[config.mk]
export PLATFORM = sky130hd
export DESIGN_NAME = rsc_startup
export DESIGN_NICKNAME = d
export VERILOG_FILES = /design/src/rsc_pkg.sv /design/src/rsc_startup.sv
export VERILOG_INCLUDE_DIRS = /design/src /design/src/src
export SDC_FILE = /design/constraint.sdc
export NUM_CORES = 1
export LEC_CHECK = 0
export BUFFER_PORTS_ARGS = -buffer_cell sky130_fd_sc_hd__buf_2
export CAP_MARGIN = 30
export CORE_ASPECT_RATIO = 1.25
export CORE_MARGIN = 5
export CORE_UTILIZATION = 40
export DETAILED_ROUTE_END_ITERATION = 8
export GPL_TIMING_DRIVEN = 0
export PLACE_DENSITY_LB_ADDON = 0.05
export SYNTH_ARGS = -nofsm -noshare
export SYNTH_HDL_FRONTEND = slang
export SYNTH_SLANG_ARGS = --single-unit
[constraint.sdc]
create_clock -name sys_clk_i -period 2.92 [get_ports sys_clk_i]
set_input_delay 0.146 -clock sys_clk_i [delete_from_list [all_inputs] [get_ports sys_clk_i]]
set_output_delay 0.146 -clock sys_clk_i [all_outputs]
set_load 0.005 [all_outputs]
[src/rsc_map.svh]
// constants of the receiver start-up controller: frame lengths, defaults, register map
// assumes a 32-bit plain register port with byte addresses
`ifndef RSC_MAP_SVH
`define RSC_MAP_SVH

// bits per frame: data field plus four coding bits
`define RSC_FRAME_BITS_W20 5'h18
`define RSC_FRAME_BITS_W16 5'h14

// error-free frames needed before the phase detector takes over
`define RSC_LOCK_FRAMES_RST 4'h8

// register byte addresses
`define RSC_ADDR_CTRL 4'h0
`define RSC_ADDR_STATUS 4'h4

// control fields
`define RSC_CTRL_RESTART_BIT 0
`define RSC_CTRL_LOCK_LSB 4
`define RSC_CTRL_LOCK_MSB 7

// status fields
`define RSC_STAT_LO_BIT 0
`define RSC_STAT_HI_BIT 1
`define RSC_STAT_LINK_N_BIT 2
`define RSC_STAT_PHASE_BIT 3
`define RSC_STAT_HOLD_BIT 4

`endif

[src/rsc_pkg.sv]
// types of the receiver start-up controller
// uses nothing from rsc_map.svh; the state encodings are set here
package rsc_pkg;

   // start-up states; status pins are derived from these
   typedef enum logic [2:0] {
      RSC_ST_ACQUIRE = 3'b001,
      RSC_ST_PHASE = 3'b010,
      RSC_ST_ACTIVE = 3'b100
   } rsc_state_type;

endpackage

[src/rsc_startup.sv]
// receiver start-up state machine, frame-rate strobe and test-clock retiming
// assumes all inputs synchronous to sys_clk_i; one sys_clk_i cycle is one vco bit time

`timescale 1ns/1ps
`default_nettype none
`include "rsc_map.svh"

module rsc_startup
   import rsc_pkg::*;
(
   input wire logic sys_clk_i,
   input wire logic arst_n_i,
   input wire logic host_startup_reset_n_i,
   input wire logic lock_startup_reset_n_i,
   input wire logic test_clock_select_i,
   input wire logic external_test_clock_i,
   input wire logic word20_mode_i,
   input wire logic data_frame_valid_i,
   input wire logic control_frame_valid_i,
   input wire logic fill_frame_kind_i,
   input wire logic frame_error_i,
   input wire logic freq_detector_disable_i,
   input wire logic link_active_i,
   input wire logic [3:0] reg_addr_i,
   input wire logic [31:0] reg_wdata_i,
   input wire logic reg_wr_i,
   input wire logic reg_rd_i,
   output logic [31:0] reg_rdata_o,
   output logic startup_state_bit_lo_o,
   output logic startup_state_bit_hi_o,
   output logic recovered_frame_strobe_o,
   output logic link_up_n_o,
   output logic pll_phase_mode_o,
   output logic pll_restart_o
);

   // --------------------------------------------------------------
   // helpers
   // --------------------------------------------------------------
   function automatic logic [4:0] frame_len(input logic w20);
      frame_len = w20 ? `RSC_FRAME_BITS_W20 : `RSC_FRAME_BITS_W16;
   endfunction

   // --------------------------------------------------------------
   // bit clock selection and frame divider
   // --------------------------------------------------------------
   logic external_test_clock_q;
   logic [4:0] bit_cnt;
   logic [4:0] next_bit_cnt;
   logic next_strobe;
   logic bit_tick;
   logic frame_tick;
   logic [4:0] flen;

   always_comb begin
      flen = frame_len(word20_mode_i);
      // the test clock is a plain synchronous input, so its rising edge marks a bit
      bit_tick = test_clock_select_i ? (external_test_clock_i & ~external_test_clock_q) : 1'b1;
      frame_tick = bit_tick && (bit_cnt == flen - 5'h1);
      next_bit_cnt = bit_cnt;
      if (frame_tick || bit_cnt >= flen) begin
         next_bit_cnt = 5'h0;
      end else if (bit_tick) begin
         next_bit_cnt = bit_cnt + 5'h1;
      end
      // strobe high over the first half frame, so its rising edge is the boundary
      next_strobe = next_bit_cnt < {1'b0, flen[4:1]};
   end

   always_ff @(posedge sys_clk_i or negedge arst_n_i) begin
      if (!arst_n_i) begin
         external_test_clock_q <= 1'b0;
         bit_cnt <= 5'h0;
         recovered_frame_strobe_o <= 1'b0;
      end else begin
         external_test_clock_q <= external_test_clock_i;
         bit_cnt <= next_bit_cnt;
         recovered_frame_strobe_o <= next_strobe;
      end
   end

   // --------------------------------------------------------------
   // start-up state machine
   // --------------------------------------------------------------
   rsc_state_type state;
   rsc_state_type next_state;
   logic [3:0] good_cnt;
   logic [3:0] next_good_cnt;
   logic next_hold;
   logic next_link_up_n;
   logic sm_rst_n;
   logic sw_restart;
   logic [3:0] lock_thr;

   always_comb begin
      sm_rst_n = host_startup_reset_n_i & lock_startup_reset_n_i;
      next_state = state;
      next_good_cnt = good_cnt;
      // hold is set at once but only cleared on a frame boundary
      next_hold = pll_restart_o;
      if (!sm_rst_n || sw_restart) begin
         next_hold = 1'b1;
      end else if (frame_tick) begin
         next_hold = 1'b0;
      end
      if (next_hold) begin
         next_state = RSC_ST_ACQUIRE;
         next_good_cnt = 4'h0;
      end else if (frame_tick) begin
         unique case (state)
            RSC_ST_ACQUIRE: begin
               if (frame_error_i) begin
                  next_good_cnt = 4'h0;
                  // a zero threshold acts as one, never as sixteen
               end else if (good_cnt + 4'h1 >= lock_thr) begin
                  // fd goes off here, one state before send enable
                  next_state = RSC_ST_PHASE;
                  next_good_cnt = 4'h0;
               end else begin
                  next_good_cnt = good_cnt + 4'h1;
               end
            end
            RSC_ST_PHASE: begin
               if (frame_error_i) begin
                  next_state = RSC_ST_ACQUIRE;
               end else if (data_frame_valid_i || control_frame_valid_i || fill_frame_kind_i) begin
                  next_state = RSC_ST_ACTIVE;
               end
            end
            RSC_ST_ACTIVE: begin
               // leaves only through a reset or a software restart; higher layers restart on bad data
               next_state = RSC_ST_ACTIVE;
            end
            default: begin
               next_state = RSC_ST_ACQUIRE;
            end
         endcase
      end
      next_link_up_n = frame_tick ? ~link_active_i : link_up_n_o;
   end

   always_ff @(posedge sys_clk_i or negedge arst_n_i) begin
      if (!arst_n_i) begin
         state <= RSC_ST_ACQUIRE;
         good_cnt <= 4'h0;
         pll_restart_o <= 1'b1;
         startup_state_bit_lo_o <= 1'b0;
         startup_state_bit_hi_o <= 1'b0;
         link_up_n_o <= 1'b1;
         pll_phase_mode_o <= 1'b0;
      end else begin
         state <= next_state;
         good_cnt <= next_good_cnt;
         pll_restart_o <= next_hold;
         // lo: fill select and detector disable; hi: send enable and active
         startup_state_bit_lo_o <= (next_state != RSC_ST_ACQUIRE);
         startup_state_bit_hi_o <= (next_state == RSC_ST_ACTIVE);
         link_up_n_o <= next_link_up_n;
         pll_phase_mode_o <= freq_detector_disable_i;
      end
   end

   // --------------------------------------------------------------
   // register port
   // --------------------------------------------------------------
   logic [3:0] next_lock_thr;
   logic next_sw_restart;
   logic [31:0] next_rdata;

   always_comb begin
      next_lock_thr = lock_thr;
      next_sw_restart = 1'b0;
      next_rdata = 32'h0;
      if (reg_wr_i && reg_addr_i == `RSC_ADDR_CTRL) begin
         next_lock_thr = reg_wdata_i[`RSC_CTRL_LOCK_MSB:`RSC_CTRL_LOCK_LSB];
         next_sw_restart = reg_wdata_i[`RSC_CTRL_RESTART_BIT];
      end
      if (reg_rd_i) begin
         unique case (reg_addr_i)
            `RSC_ADDR_CTRL: begin
               next_rdata[`RSC_CTRL_LOCK_MSB:`RSC_CTRL_LOCK_LSB] = lock_thr;
            end
            `RSC_ADDR_STATUS: begin
               next_rdata[`RSC_STAT_LO_BIT] = startup_state_bit_lo_o;
               next_rdata[`RSC_STAT_HI_BIT] = startup_state_bit_hi_o;
               next_rdata[`RSC_STAT_LINK_N_BIT] = link_up_n_o;
               next_rdata[`RSC_STAT_PHASE_BIT] = pll_phase_mode_o;
               next_rdata[`RSC_STAT_HOLD_BIT] = pll_restart_o;
            end
            default: begin
               next_rdata = 32'h0;
            end
         endcase
      end
   end

   always_ff @(posedge sys_clk_i or negedge arst_n_i) begin
      if (!arst_n_i) begin
         lock_thr <= `RSC_LOCK_FRAMES_RST;
         sw_restart <= 1'b0;
         reg_rdata_o <= 32'h0;
      end else begin
         lock_thr <= next_lock_thr;
         sw_restart <= next_sw_restart;
         reg_rdata_o <= next_rdata;
      end
   end
endmodule

`default_nettype wire

==> impl_metrics.py <==
metrics = {
    "setup_path": {
        "cp-start-kind": "flip-flop",
        "worstSetupPathType": "flip-flop to flip-flop",
        "max_stage_delay_ps": 380,
        "end_kind": "flip-flop",
        "regToRegSetupSlack_ps": 750,
        "r2r-start": "bit_cnt[2]",
        "slowest_stage": "dfrtp_1",
        "crit_path_cell_trace": "inv_1, ha_1, and4bb_2, o21ai_4, o21ai_2, nor2_1, ha_1, a221oi_1",
        "cpMostUsedCell": "ha_1",
        "arrival_ps": 2350,
        "critPathMaxFanout": 6,
        "r2r-end": "recovered_frame_strobe_o",
        "crit_required_ps": 3100,
        "r2r_cells": 8,
    },
    "synthesis": {
        "synth_compound_gate_area_share_pct": 14.7,
        "synth-simple-area-share_pct": 15.0,
        "ys_async_sr_fraction_pct": 100,
        "synth_top_family_by_area": "simple AND/OR/NAND/NOR gates",
        "synthesis.area_per_instance_um2": 10.5,
        "yosysSeqAreaShare_pct": 44.0,
        "synthFlopType": "dfrtp_1",
        "syn-cell-area_um2": 1830,
        "synthXorXnorAreaFrac_pct": 2.87,
        "synth_warnings": 0,
        "postSynthRegisterBits": 32,
        "synth_mux_area_share_pct": 3.56,
        "synthAdderAreaFrac_pct": 6.84,
        "synth_edf_count": 0,
        "synth_cells": 174,
        "synth_cell_types": 41,
    },
    "cells_and_area": {
        "post_route_cells_drive_above_1_share_pct": 34.4,
        "num_antenna_cells": 0,
        "area.growth.synth_to_final_pct": 26.8,
        "utilization_pct": 52.4,
        "num-nets-final": 304,
    },
    "power_and_ir_drop": {
        "cellPowerDensity_nw_per_um2": 583,
        "ir_worst_vdd_v": 0.000334,
        "p_leak_nw": 1.19,
        "power_w": 0.00135,
    },
    "sta": {
        "setup_tns_ps": 0,
        "slew_headroom_pct": 53.5,
        "hold_violations": 0,
        "tightestPinTransition_ps": 697,
        "setup_viol": 0,
        "period_minus_slack_ps": 2170,
        "finalCritPeriodShare_pct": 74.2,
        "worst_slack_ps": 755,
        "finClkSkew_ps": 3.94,
        "holdWs_ps": 29.5,
        "rsz0062_at_grt": "false",
        "slew_viol_final": 0,
        "clock.fmax_ghz": 0.462,
    },
    "detailed_routing": {
        "wl_mm": 3.45,
        "drc_errors": 0,
        "postRouteAntennaNets": 0,
        "drtPass1Iterations": 4,
        "first_iter_violations": 27,
        "num_vias": 1319,
        "post_drt_via_cell_ratio": 4.37,
        "wl_per_cell_um": 11.4,
    },
    "clocking": {
        "clock-root-buffer": "clkbuf_8",
        "cts_tree": "yes",
        "clock_latency_ps": 280,
        "cts_made_buffers": 5,
        "clk_pin_slew_worst_paths_ps": 70,
        "clockBufferDepth": 2,
        "cts.sinks": 32,
        "cts_resized": 0,
        "cts_max_level": 2,
    },
    "grt": {
        "grt.total_usage_pct": 12.3,
        "grt_pass1_vias": 1321,
        "antenna_found_initial": 0,
        "grt_max_degree": 33,
        "met1_usage_pct": 13.8,
        "grt_overflow": 0,
        "grt_util_met3_pct": 4.45,
        "grt_use_met2_pct": 20.6,
        "grt.busiest_layer": "met2",
        "grt_pass1_wl_mm": 5.92,
    },
    "floorplan": {
        "core_um2": 4430,
        "die_area_um2": 6030,
        "initial_core_util_pct": 41.3,
        "fp.dieH_um": 85.6,
        "die_w_um": 70.5,
        "ios": 89,
        "rows": 27,
    },
    "place": {
        "post-place-ws_ps": 737,
        "io_buffers": 37,
        "post-dp-hpwl_mm": 2.80,
        "gp_congestion": 0.736,
    },
    "worst_hold_path": {
        "hold_path_startpoint": "external_test_clock_i",
        "hold_class": "input pin to flip-flop",
        "hold_depth": 1,
        "hold_path_end": "external_test_clock_q",
    },
    "run": {
        "max_cap_violations": 0,
    },
    "run_status": {
        "status": "finished clean",
    },
}
[where the power goes]
part | switching (W) | internal (W) | leakage, nW
clock network | 0.000162 | 0.000301 | 0.0645
logic | 0.000175 | 0.000162 | 0.717
registers | 0.0000409 | 0.000512 | 0.412
total | 0.000378 | 0.000975 | 1.19
[stage by stage]
| stage | cells | cell area, um^2 |
|---|---|---|
| 5_1_grt | 302 | 2320 |
| 6_report | 302 | 2320 |
| 3_3_place_gp | 292 | 2170 |
| 3_5_place_dp | 292 | 2170 |
| 2_1_floorplan | 197 | 1920 |
| 4_1_cts | 302 | 2320 |
[how the worst max path moves through the flow]
stage                      startpoint                       end  slack (ps)
after global placement     bit_cnt[2]  recovered_frame_strobe_o         710
after floorplan            bit_cnt[2]  recovered_frame_strobe_o         940
final                      bit_cnt[2]  recovered_frame_strobe_o         750
after detailed placement   bit_cnt[2]  recovered_frame_strobe_o         740
after global routing      good_cnt[0]               good_cnt[3]         550
after CTS                  bit_cnt[2]  recovered_frame_strobe_o         710
[Yosys cell counts (all sizes together) (2+ instances only)]
cell type	number	area [um^2]
o2111ai	3	26.3
mux2i	2	20.0
o21a	2	15.0
or3	2	12.5
ha	10	125
mux2	4	45.0
nor3	4	20.0
xnor2	4	35.0
o21ai	6	45.1
nor2	15	56.3
nand2	10	37.5
xor2	2	17.5
inv	14	52.6
nand2b	4	32.5
and2	5	31.3
and3	2	12.5
buf	24	180
a21oi	6	30.0
a211oi	5	50.1
dfstp	4	105
dfrtp	28	701
a2111oi	2	55.1
o211ai	2	15.0
[routing by layer]
| layer | vias up | part of all wire (%) |
|---|---|---|
| li1 | 688 | - |
| met1 | 591 | 41 |
| met2 | 36 | 50 |
| met3 | 4 | 6.6 |
| met4 | 0 | 1.7 |
| met5 | - | 0 |
[critical path, delay by kind of cell, from the launching register on]
kind / cells / cell delay [ps]
buffers and inverters: 1 / 150
AO/OA/AOI/OAI: 3 / 500
AND/OR/NAND/NOR: 2 / 470
flip-flops: 1 / 380
adder cells (fa/ha/maj): 2 / 570
[layout by cell type, fill, tap and decap left out, types with 5 or more instances in the layout]
master	Yosys	routed
a21oi_1	6	6
and2_1	5	5
buf_2	0	37
buf_4	24	24
clkbuf_8	0	7
conb_1	1	24
dfrtp_1	28	28
ha_1	10	10
inv_1	14	14
nand2_1	10	10
nor2_1	15	15
[state kept, by name, summed over array words and instances, names as in the netlist]
| name | count |
|---|---|
| sw_restart | 1 |
| pll_phase_mode_o | 1 |
| pll_restart_o | 1 |
| link_up_n_o | 1 |
| lock_thr | 4 |
| good_cnt | 4 |
| reg_rdata_o | 8 |
| bit_cnt | 5 |
| recovered_frame_strobe_o | 1 |
| startup_state_bit_lo_o | 1 |
| startup_state_bit_hi_o | 1 |
| state | 3 |
| external_test_clock_q | 1 |
[kinds of logic after synthesis]
kind of cell / after synthesis
simple gates: 51
fa+ha+maj: 10
flops: 32
buf+inv: 38
other cells: 1
xor+xnor: 6
compound gates: 30
mux: 6
[area by class of cell]
class	instances	area, um^2
Buffer	24	180
Clock buffer	7	96.3
Clock inverter	1	30.0
Fill cell	428	2110
Inverter	14	52.6
Multi-Input combinational cell	127	877
Sequential cell	32	806
Tap cell	58	72.6
Timing Repair Buffer	39	205
[what timing repair did]
action | 4_1_cts | 5_1_grt
hold endpoints to repair | 29 | 0
hold buffers | 2 | 0
buffers inserted | 0 | 0
Power figures use the tool's default switching activity.
